### config.mk
export PLATFORM = sky130hd
export DESIGN_NAME = fls_sequencer
export DESIGN_NICKNAME = d
export VERILOG_FILES = /design/src/rtl/fls_pkg.sv /design/src/rtl/fls_err_class.sv /design/src/rtl/fls_sequencer.sv
export SDC_FILE = /design/constraint.sdc
export NUM_CORES = 1
export LEC_CHECK = 0
export BUFFER_PORTS_ARGS = -buffer_cell sky130_fd_sc_hd__buf_2
export CAP_MARGIN = 10
export CORE_UTILIZATION = 23
export CTS_BUF_LIST = sky130_fd_sc_hd__clkbuf_4
export DETAILED_ROUTE_END_ITERATION = 12
export SETUP_SLACK_MARGIN = 0.2
export SKIP_LAST_GASP = 1
export SLEW_MARGIN = 20
export SYNTH_ARGS = -nofsm -noshare
export SYNTH_HDL_FRONTEND = slang
export SYNTH_SLANG_ARGS = --single-unit
### constraint.sdc
create_clock -name clock -period 4.25 [get_ports clock]
set_input_delay 0.2125 -clock clock [delete_from_list [all_inputs] [get_ports clock]]
set_output_delay 0.2125 -clock clock [all_outputs]
set_load 0.02 [all_outputs]
### src/rtl/fls_pkg.sv
// Constants and types shared by the flash lock/blank/status sequencer
// How it works
// - Lock-program code then confirm at block top address clears block lock bit.
// - Lock-status code then confirm loads block lock state into lock state flag.
// - Blank-check code then confirm checks erasure; erase error one means not blank.
// - Blank check of a locked block sets erase error regardless of lock-disable.
// - Status byte: program error D4, erase error D5, ready D7; reset 0,0,1.
// - Ready reads zero while any array operation executes, one otherwise.
// - Error flags are cleared only by the clear-status command.
// - While either error flag is set, array operations are refused.
// - Bad command or bad second-cycle data sets both flags as sequence error.
// - Erase error on locked erase, failed erase, or not-blank check.
// - Program error on locked program, failed program, or failed lock write.
// - In status mode with erase-write mode zero, even-address reads return status until read-array or a lock-status read.
// - Read-array code in second cycle of a non-program command discards it, back to array.
// - Lock-disable set suppresses lock-related error conditions except in blank check.
// - Clear-status code resets both error flags to zero.
// - Read-status code makes even-address reads return the status byte in erase-write mode zero.
`default_nettype none
package fls_pkg;
  // ----------------------------------------
  // Command codes (low byte of bus data)
  // ----------------------------------------
  localparam logic [7:0] CMD_READ_ARRAY  = 8'hFF;
  localparam logic [7:0] CMD_READ_STATUS = 8'h70;
  localparam logic [7:0] CMD_CLR_STATUS  = 8'h50;
  localparam logic [7:0] CMD_PROGRAM     = 8'h41;
  localparam logic [7:0] CMD_ERASE       = 8'h20;
  localparam logic [7:0] CMD_LOCK_PGM    = 8'h77;
  localparam logic [7:0] CMD_LOCK_RD     = 8'h71;
  localparam logic [7:0] CMD_BLANK       = 8'h25;
  localparam logic [7:0] CMD_CONFIRM     = 8'hD0;
  // ----------------------------------------
  // Status byte layout and reset values
  // ----------------------------------------
  localparam int         STAT_PGM_POS    = 4;
  localparam int         STAT_ERS_POS    = 5;
  localparam int         STAT_RDY_POS    = 7;
  localparam logic       PERR_RST        = 1'b0;
  localparam logic       EERR_RST        = 1'b0;
  localparam logic       LOCK_FLAG_RST   = 1'b0;
  localparam logic       SMODE_RST       = 1'b0;
  // ----------------------------------------
  // Array operations and sequencer states
  // ----------------------------------------
  typedef enum logic [2:0] {
    OP_NONE     = 3'b000,
    OP_PROGRAM  = 3'b001,
    OP_ERASE    = 3'b010,
    OP_LOCK_PGM = 3'b011,
    OP_LOCK_RD  = 3'b100,
    OP_BLANK    = 3'b101
  } fls_op_t;
  typedef enum logic [2:0] {
    ST_IDLE   = 3'b000,
    ST_WAIT2  = 3'b001,
    ST_PGM_W0 = 3'b010,
    ST_PGM_W1 = 3'b011,
    ST_BUSY   = 3'b100
  } fls_state_t;
endpackage
`default_nettype wire

### src/rtl/fls_err_class.sv
// Error classification of a finished array operation
`default_nettype none
module fls_err_class
  import fls_pkg::*;
(
  input  wire fls_op_t op,
  input  wire logic    lock_bit,
  input  wire logic    fail,
  input  wire logic    lock_disable_bit,
  output logic         set_perr,
  output logic         set_eerr
);
  // ----------------------------------------
  // Classification
  // ----------------------------------------
  // Lock bit zero means locked
  wire locked_err = ~lock_bit & ~lock_disable_bit;
  wire is_pgm     = (op == OP_PROGRAM);
  wire is_ers     = (op == OP_ERASE);
  wire is_lpgm    = (op == OP_LOCK_PGM);
  wire is_blank   = (op == OP_BLANK);
  // Failed lock write also falls under lock-disable suppression
  assign set_perr = (is_pgm & (locked_err | fail))
                  | (is_lpgm & fail & ~lock_disable_bit);
  // Blank check ignores lock-disable on purpose
  assign set_eerr = (is_ers & (locked_err | fail))
                  | (is_blank & (~lock_bit | fail));
endmodule
`default_nettype wire

### src/rtl/fls_sequencer.sv
// Flash command sequencer: lock bits, blank check and status flags
`default_nettype none
module fls_sequencer
  import fls_pkg::*;
#(
  parameter int ADDR_W = 20
)(
  input  wire logic              clock,
  input  wire logic              rst,
  input  wire logic              bus_wr,
  input  wire logic              bus_rd,
  input  wire logic [ADDR_W-1:0] bus_addr,
  input  wire logic [15:0]       bus_wdata,
  output logic      [15:0]       bus_rdata,
  output logic                   bus_rvalid,
  input  wire logic              erase_write_mode_zero,
  input  wire logic              lock_disable_bit,
  output logic                   sequencer_ready_flag,
  output logic                   program_error_flag,
  output logic                   erase_error_flag,
  output logic                   lock_state_flag,
  output logic      [7:0]        flash_status_byte,
  input  wire logic [15:0]       arr_rdata,
  output logic                   arr_start,
  output fls_op_t                arr_op,
  output logic      [ADDR_W-1:0] arr_addr,
  output logic      [31:0]       arr_wdata,
  output logic                   arr_lock_disable,
  input  wire logic              arr_done,
  input  wire logic              arr_fail,
  input  wire logic              arr_lock_bit
);
  // ----------------------------------------
  // Parameter checks
  // ----------------------------------------
  generate
    if (ADDR_W < 2) begin : g_bad_addr
      $error("fls_sequencer: ADDR_W must be at least 2");
    end
  endgenerate

  // ----------------------------------------
  // Decode helpers
  // ----------------------------------------
  function automatic fls_op_t op_of(input logic [7:0] c);
    case (c)
      CMD_PROGRAM:  op_of = OP_PROGRAM;
      CMD_ERASE:    op_of = OP_ERASE;
      CMD_LOCK_PGM: op_of = OP_LOCK_PGM;
      CMD_LOCK_RD:  op_of = OP_LOCK_RD;
      CMD_BLANK:    op_of = OP_BLANK;
      default:      op_of = OP_NONE;
    endcase
  endfunction

  // ----------------------------------------
  // State
  // ----------------------------------------
  fls_state_t        state_reg, state_next;
  logic [7:0]        cmd_reg, cmd_next;
  logic              perr_reg, perr_next;
  logic              eerr_reg, eerr_next;
  logic              lock_reg, lock_next;
  logic              smode_reg, smode_next;
  logic              start_reg, start_next;
  fls_op_t           op_reg, op_next;
  logic [ADDR_W-1:0] addr_reg, addr_next;
  logic [31:0]       wdata_reg, wdata_next;
  logic [15:0]       rdata_reg, rdata_next;
  logic              rvalid_reg;
  logic              set_perr;
  logic              set_eerr;

  wire [7:0] code     = bus_wdata[7:0];
  wire       err_any  = perr_reg | eerr_reg;
  wire       ready    = (state_reg != ST_BUSY);
  wire       first_op = (op_of(code) != OP_NONE);
  wire       is_ra    = (code == CMD_READ_ARRAY);
  wire       is_conf  = (code == CMD_CONFIRM);
  wire       done_now = (state_reg == ST_BUSY) & arr_done;

  // ----------------------------------------
  // Status byte
  // ----------------------------------------
  logic [7:0] status_byte;
  always_comb begin
    status_byte = 8'h00;
    status_byte[STAT_PGM_POS] = perr_reg;
    status_byte[STAT_ERS_POS] = eerr_reg;
    status_byte[STAT_RDY_POS] = ready;
  end

  // ----------------------------------------
  // Result classification
  // ----------------------------------------
  fls_err_class u_class (
    .op               (op_reg),
    .lock_bit         (arr_lock_bit),
    .fail             (arr_fail),
    .lock_disable_bit (lock_disable_bit),
    .set_perr         (set_perr),
    .set_eerr         (set_eerr)
  );

  // ----------------------------------------
  // Command sequencing
  // ----------------------------------------
  always_comb begin
    state_next = state_reg;
    cmd_next   = cmd_reg;
    perr_next  = perr_reg;
    eerr_next  = eerr_reg;
    lock_next  = lock_reg;
    smode_next = smode_reg;
    start_next = 1'b0;
    op_next    = op_reg;
    addr_next  = addr_reg;
    wdata_next = wdata_reg;
    case (state_reg)
      ST_IDLE: begin
        if (bus_wr) begin
          if (is_ra) begin
            smode_next = 1'b0;
          end else if (code == CMD_READ_STATUS) begin
            smode_next = 1'b1;
          end else if (code == CMD_CLR_STATUS) begin
            perr_next = 1'b0;
            eerr_next = 1'b0;
          end else if (first_op) begin
            cmd_next   = code;
            addr_next  = bus_addr;
            state_next = (code == CMD_PROGRAM) ? ST_PGM_W0 : ST_WAIT2;
          end else begin
            perr_next = 1'b1;
            eerr_next = 1'b1;
          end
        end
      end
      ST_WAIT2: begin
        if (bus_wr) begin
          state_next = ST_IDLE;
          if (is_ra) begin
            smode_next = 1'b0;
          end else if (!is_conf) begin
            perr_next = 1'b1;
            eerr_next = 1'b1;
          end else if (!err_any) begin
            // Refused silently while an error flag stands
            op_next    = op_of(cmd_reg);
            addr_next  = bus_addr;
            start_next = 1'b1;
            state_next = ST_BUSY;
            // Lock status read leaves status mode, the rest enter it
            smode_next = (cmd_reg != CMD_LOCK_RD);
          end
        end
      end
      ST_PGM_W0: begin
        if (bus_wr) begin
          wdata_next[15:0] = bus_wdata;
          addr_next        = bus_addr;
          state_next       = ST_PGM_W1;
        end
      end
      ST_PGM_W1: begin
        if (bus_wr) begin
          wdata_next[31:16] = bus_wdata;
          state_next        = ST_IDLE;
          if (!err_any) begin
            op_next    = OP_PROGRAM;
            start_next = 1'b1;
            state_next = ST_BUSY;
            smode_next = 1'b1;
          end
        end
      end
      ST_BUSY: begin
        // Writes while busy are ignored
        if (done_now) begin
          state_next = ST_IDLE;
          // Results land on the same edge ready rises
          perr_next  = perr_reg | set_perr;
          eerr_next  = eerr_reg | set_eerr;
          if (op_reg == OP_LOCK_RD) begin
            lock_next = arr_lock_bit;
          end
        end
      end
      default: begin
        state_next = ST_IDLE;
      end
    endcase
  end

  // ----------------------------------------
  // Read path
  // ----------------------------------------
  // Status only in erase-write mode zero and at even addresses
  wire rd_status = erase_write_mode_zero & smode_reg
                 & ~bus_addr[0];
  always_comb begin
    rdata_next = rdata_reg;
    if (bus_rd) begin
      rdata_next = rd_status ? {8'h00, status_byte} : arr_rdata;
    end
  end

  // ----------------------------------------
  // Registers
  // ----------------------------------------
  always_ff @(posedge clock or posedge rst) begin
    if (rst) begin
      state_reg <= ST_IDLE;
      cmd_reg   <= 8'h00;
      perr_reg  <= PERR_RST;
      eerr_reg  <= EERR_RST;
      lock_reg  <= LOCK_FLAG_RST;
      smode_reg <= SMODE_RST;
    end else begin
      state_reg <= state_next;
      cmd_reg   <= cmd_next;
      perr_reg  <= perr_next;
      eerr_reg  <= eerr_next;
      lock_reg  <= lock_next;
      smode_reg <= smode_next;
    end
  end

  always_ff @(posedge clock or posedge rst) begin
    if (rst) begin
      start_reg  <= 1'b0;
      op_reg     <= OP_NONE;
      addr_reg   <= '0;
      wdata_reg  <= 32'h0000_0000;
      rdata_reg  <= 16'h0000;
      rvalid_reg <= 1'b0;
    end else begin
      start_reg  <= start_next;
      op_reg     <= op_next;
      addr_reg   <= addr_next;
      wdata_reg  <= wdata_next;
      rdata_reg  <= rdata_next;
      rvalid_reg <= bus_rd;
    end
  end

  // ----------------------------------------
  // Outputs
  // ----------------------------------------
  assign bus_rdata            = rdata_reg;
  assign bus_rvalid           = rvalid_reg;
  assign sequencer_ready_flag = ready;
  assign program_error_flag   = perr_reg;
  assign erase_error_flag     = eerr_reg;
  assign lock_state_flag      = lock_reg;
  assign flash_status_byte    = status_byte;
  assign arr_start            = start_reg;
  assign arr_op               = op_reg;
  assign arr_addr             = addr_reg;
  assign arr_wdata            = wdata_reg;
  assign arr_lock_disable     = lock_disable_bit;
endmodule
`default_nettype wire

==> impl_metrics.json, run 1 <==
{
  "report.power.total_mw": 2.44,
  "setup_violations": 0,
  "critPathArrivalTime_ns": 2.84,
  "rows": 48,
  "postSynthAreaPerCell_um2": 12.0,
  "drv_cap": 0,
  "timing.rr.start": "state_reg[0]$_DFFE_PP0P_",
  "hold_viol_final": 0,
  "fin_crit_sh": 0.592,
  "antenna_found_initial": 0,
  "fin_setup_tns_ns": 0,
  "nets": 578,
  "outcome": "finished clean",
  "num_vias": 3305,
  "synth-seq-area-share": 0.534,
  "synth-edff-count": 0,
  "ff2ff_path_depth": 3,
  "critPathLaunchType": "flop",
  "synth-async-reset-ratio": 1.00,
  "worstSetupPathType": "reg -> reg",
  "drt.antenna.violating_nets": 0,
  "syn_to_final_growth_pct": 33.9,
  "first_iter_violations": 150,
  "ys_ff_latch": 88,
  "via_per_inst": 4.42,
  "drcViolationCount": 0,
  "design_area_um2": 5520,
  "min_from": "arr_rdata[5]",
  "slew_headroom": 0.387,
  "grt_pass1_wl_mm": 16.4,
  "cp.required_ns": 4.57,
  "max_clock_freq_ghz": 0.398,
  "rsz0062_at_grt": "no",
  "htreeDepth": 3,
  "die_x_um": 136,
  "hpwlAfterDp_mm": 7.35,
  "final_common_cell": "buf_2",
  "final_cell_mix": "buf_2, dfrtp_1, dlygate4sd3_1, mux2_2, nand2_1",
  "numPortBuffers": 141,
  "finalMaxSlewViolations": 0,
  "wl_per_cell_um": 14.3,
  "synth_ff_type": "dfrtp_1",
  "endpoint_kind": "flop",
  "p_per_area_nw_per_um2": 442,
  "cts_buffers": 9,
  "grt_start_max_net_pins": 50,
  "ys_types": 55,
  "post_cts_buffers": 0,
  "grt_remaining_overflow": 0,
  "crit_start": "state_reg[0]$_DFFE_PP0P_",
  "finalCriticalPeriod_ns": 2.51,
  "largest_reg_flops": 32,
  "grt_pass1_vias": 3207,
  "fin_skew_ns": 0.0230,
  "fillers": 1799,
  "cts-root-buf": "clkbuf_4",
  "clockBufferDepth": 2,
  "max-vdd-ir-drop_mv": 0.236,
  "hold_ws_ns": 0.0913,
  "gp_congestion": 0.804,
  "core_area_um2": 17400,
  "cts_tree": "done",
  "drive_above_1_share": 0.429,
  "crit_fanout": 17,
  "n_antenna_cell": 0,
  "die_area_um2": 18500,
  "clkTransAtPathRegs_ns": 0.14,
  "insertion_delay_ns": 0.44,
  "io_pins": 147,
  "whs_path_depth": 3,
  "fp.dieH_um": 136,
  "grt_use_total": 0.117,
  "synth_cells": 343,
  "syn_area_um2": 4120,
  "yosys_warnings": 0,
  "clock-sinks": 88,
  "start_util": 0.237,
  "placedInstanceArea_um2": 4970,
  "worstHoldPathType": "in -> reg",
  "worst_pin_slew_ns": 0.917,
  "drt_first_pass_iters": 4,
  "leakagePower_nw": 2.72,
  "routed_wl_mm": 10.7
}
## layer usage
metal	share of wire	track usage	wire length [um]	up-vias
met3	0.062	0.0283	659	12
met2	0.48	0.198	5120	135
met4	0.020	0.0556	214	0
met1	0.44	0.141	4690	1600
met5	0	0	0	-
li1	-	-	-	1558
## area by class of cell
| class | instances | area [um^2] | area share |
|---|---|---|---|
| inverters | 21 | 80.1 | 0.0145 |
| multi-input cells | 210 | 1690 | 0.306 |
| clock buffers | 11 | 82.6 | 0.0150 |
| repair buffers | 187 | 1160 | 0.210 |
| well taps | 225 | 282 | 0.0510 |
| flip-flops and latches | 88 | 2200 | 0.399 |
| clock inverters | 5 | 23.8 | 0.00431 |
## cell families (layout without fill, tap and decap cells)
kind of cell	after synthesis	in the layout	synth area share
buffers and inverters	49	224	0.0604
other	1	5	0.000910
multiplexers	64	64	0.192
XOR/XNOR	2	2	0.00425
flip-flops	88	88	0.534
AO/OA/AOI/OAI	53	53	0.0923
AND/OR/NAND/NOR	86	86	0.116
## path summary, 6_finish.rpt
kind / endpoint / slack (ns)
min: bus_rdata[5]$_DFFE_PP0P_ / 0.09
max reg2reg: arr_wdata[30]$_DFFE_PP0P_ / 1.74
max: arr_wdata[30]$_DFFE_PP0P_ / 1.74
max in group asynchronous: state_reg[2]$_DFFE_PP0P_ / 2.75
min in group asynchronous: arr_addr[5]$_DFFE_PP0P_ / 0.46
min reg2reg: cmd_reg[3]$_DFFE_PP0P_ / 0.50
## cells in the mapped netlist (2+ instances only)
cell type | count | area [um^2]
buf_6 | 4 | 45.0
nor3_1 | 3 | 15.0
mux2_4 | 20 | 300
a211oi_1 | 2 | 15.0
buf_4 | 9 | 67.6
a21oi_1 | 7 | 35.0
nor4b_1 | 2 | 17.5
nand3_1 | 3 | 15.0
mux2i_1 | 3 | 30.0
o22ai_1 | 14 | 87.6
nand4_1 | 6 | 37.5
nor2b_1 | 4 | 25.0
inv_1 | 21 | 78.8
and3_1 | 2 | 12.5
nand2_1 | 25 | 93.8
nand2b_1 | 5 | 31.3
clkbuf_1 | 14 | 52.6
nor2_1 | 13 | 48.8
mux2_2 | 41 | 462
o311ai_0 | 2 | 17.5
and4_1 | 2 | 17.5
o21bai_1 | 4 | 30.0
or3_1 | 2 | 12.5
a21boi_0 | 2 | 15.0
nand4b_1 | 2 | 17.5
dfrtp_1 | 88 | 2200
nor4_1 | 4 | 25.0
and2_1 | 4 | 25.0
o21ai_0 | 9 | 45.0
## metrics by stage
step,instances,setup WS [ns],utilization
finish,747,1.74,0.317
global route,747,1.50,0.317
floorplan,347,1.76,-
global placement,687,1.62,0.285
CTS,747,1.71,0.317
detailed placement,687,1.55,0.286
## report_power, final
part / switching (mW) / total [mW] / internal (mW) / leakage, nW
logic: 0.476 / 0.884 / 0.408 / 1.55
clock network: 0.271 / 0.398 / 0.127 / 0.0594
registers: 0.123 / 1.16 / 1.04 / 1.12
## worst max-delay path, cell delays in order, from the launching register on
cell and delay (ns):
dfrtp_1 0.61, nor2b_1 0.47, nand3_1 0.75, mux2_2 0.55
## timing repair
item,in CTS,in global routing
endpoints found under the hold margin,99,0
gates resized for setup,0,0
hold buffers,44,0
(Power assumes the default switching activity.)
==> inputs of run 2 (changes only) <==
- ABC_AREA: unset -> 1
- clock period: 4.25 -> 2.3 ns (I/O delays scaled with it)
==> impl_metrics.json, run 2 <==
{
  "grt_pass1_wl_mm": 18.4,
  "layout_setup_ws_ns": 0.454,
  "critPathLaunchType": "flop",
  "max_clock_freq_ghz": 0.542,
  "clock-sinks": 88,
  "die_x_um": 135,
  "synth-edff-count": 0,
  "io_pins": 147,
  "rows": 48,
  "slowest_delay_ns": 0.57,
  "yosysTopAreaCell": "dfrtp_1",
  "gp_congestion": 0.864,
  "routed_wl_mm": 11.4,
  "fp.dieH_um": 135,
  "antenna_found_initial": 1,
  "yosys_warnings": 0,
  "wl_per_cell_um": 12.3,
  "preCtsSetupSlack_ns": 0.539,
  "clkTransAtPathRegs_ns": 0.16,
  "via_per_inst": 4.15,
  "endpoint_kind": "flop",
  "post_cts_buffers": 0,
  "intPower_mw": 3.37,
  "hpwlAfterDp_mm": 7.95,
  "grt_remaining_overflow": 0,
  "fin_crit_sh": 0.803,
  "cts-root-buf": "clkbuf_4",
  "pwr-share-seq": 0.404,
  "syn_area_um2": 4040,
  "synth_cells": 500,
  "clockBufferDepth": 2,
  "crit_fanout": 16,
  "path_cells": "nand2_1 > nor2_1 > inv_1 > nand2_1 > a31oi_1 > dlygate4sd3_1",
  "drt_first_pass_iters": 4,
  "drt.antenna.violating_nets": 0,
  "core_area_um2": 17200,
  "leakagePower_nw": 3.00,
  "rsz0062_at_grt": "no",
  "drive_above_1_share": 0.265,
  "num_vias": 3848,
  "syn_to_final_growth_pct": 40.9,
  "synthTopCellsByArea": "dfrtp_1, nand2_1, nand3_1, o21ai_0, inv_1",
  "cp.required_ns": 2.65,
  "synth_commonest_cells": "nand2_1, dfrtp_1, nand3_1, inv_1, o21ai_0",
  "die_area_um2": 18100,
  "grt_start_max_net_pins": 55,
  "clkPwrFrac": 0.151,
  "ctsResizeCount": 0,
  "finalCriticalPeriod_ns": 1.85,
  "first_iter_violations": 156,
  "synth_ff_type": "dfrtp_1",
  "start_util": 0.235,
  "grt_use_total": 0.131,
  "synth-seq-area-share": 0.545,
  "worstSetupPathType": "reg -> reg",
  "fin_skew_ns": 0.0194,
  "insertion_delay_ns": 0.47,
  "p_per_area_nw_per_um2": 1070,
  "slowest_stage": "dlygate4sd3_1",
  "largest_reg_flops": 32,
  "ys_types": 27,
  "postSynthAreaPerCell_um2": 8.09,
  "max-vdd-ir-drop_mv": 0.346,
  "final_common_cell": "nand2_1",
  "setup_violations": 0,
  "outcome": "finished clean",
  "finalMaxSlewViolations": 0,
  "yosysTopAreaCellShare": 0.545,
  "hold_viol_final": 0,
  "worstHoldPathType": "in -> reg",
  "hold_ws_ns": 0.0772,
  "numPortBuffers": 141,
  "cts_buffers": 9,
  "grt_pass1_vias": 3771,
  "fin_setup_tns_ns": 0,
  "nets": 757,
  "htreeDepth": 3,
  "switching_power_mw": 2.73,
  "fillers": 1795,
  "crit_top_cell": "nand2_1",
  "cts_tree": "done",
  "drcViolationCount": 0,
  "final_cell_mix": "nand2_1, buf_2, dfrtp_1, dlygate4sd3_1, nand3_1",
  "synth-async-reset-ratio": 1.00,
  "swShare": 0.448,
  "combinationalPowerShare": 0.445,
  "ys_ff_latch": 88,
  "critPathArrivalTime_ns": 2.20,
  "synth_most_common_cell": "nand2_1",
  "drv_cap": 0
}
## run 2: per-layer routing
layer  up-vias  global-route usage  part of all wire
li1       1987                   -                 -
met1      1766               0.152              0.43
met2        82               0.225              0.50
met3        13              0.0360             0.053
met4         0              0.0574             0.013
met5         -                   0                 0
## run 2: cell type report
type                    count  area [um^2]  share of cell area
flip-flops and latches     88         2200               0.387
multi-input cells         338         1500               0.264
repair buffers            207         1360               0.239
well taps                 225          282              0.0494
inverters                  52          199              0.0349
clock inverters             7         80.1              0.0141
clock buffers               9         67.6              0.0119
diodes                      1         2.50            0.000439
## run 2: logic make-up after synthesis
group                  count (synthesis)  synth area share
AOI/OAI and AO/OA                     73            0.0925
buffers and inverters                 78            0.0873
DFF                                   88             0.545
and+or+nand+nor                      259             0.272
other                                  1          0.000928
muxes                                  1           0.00279
## run 2: critical path: cells and delay by family (launching register included)
kind                   cells  cell delay [ns]
AO/OA/AOI/OAI              1             0.07
buffers and inverters      2             0.87
flip-flops                 1             0.39
AND/OR/NAND/NOR            3             0.41
## run 2: final timing paths
| kind | start | endpoint | slack [ns] | cells past startpoint |
|---|---|---|---|---|
| setup / recovery | smode_reg$_DFFE_PP0P_ | bus_rdata[5]$_DFFE_PP0P_ | 0.45 | 6 |
| hold reg to reg | arr_addr[0]$_DFFE_PP0P_ | arr_addr[0]$_DFFE_PP0P_ | 0.49 | 2 |
| setup reg to reg | smode_reg$_DFFE_PP0P_ | bus_rdata[5]$_DFFE_PP0P_ | 0.45 | 6 |
| hold / removal | erase_write_mode_zero | bus_rdata[7]$_DFFE_PP0P_ | 0.08 | 5 |
| min in group asynchronous | rst | arr_wdata[15]$_DFFE_PP0P_ | 0.13 | 3 |
| max in group asynchronous | rst | arr_addr[5]$_DFFE_PP0P_ | 1.57 | 4 |
## run 2: power groups by stage
stage | Sequential, mW | Clock, mW | Combinational [mW]
2_1_floorplan | 3.06 | 0 | 1.19
3_3_place_gp | 2.49 | 0 | 2.63
3_5_place_dp | 2.49 | 0 | 2.67
4_1_cts | 2.46 | 0.971 | 2.75
5_1_grt | 2.53 | 1.03 | 3.03
6_report | 2.46 | 0.921 | 2.72
## run 2: per-stage QoR
step | cell area (um^2) | total power, mW | cells | utilization
after CTS | 5690 | 6.18 | 926 | 0.330
after detailed placement | 4960 | 5.16 | 852 | 0.288
after global placement | 4960 | 5.12 | 852 | 0.288
after global routing | 5690 | 6.59 | 927 | 0.330
after floorplan | 4060 | 4.25 | 504 | -
final | 5690 | 6.10 | 927 | 0.330
## run 2: repair_timing
item,in CTS,in global routing
endpoints found under the hold margin,162,0
hold buffers,58,0
endpoints found under the setup margin,0,0
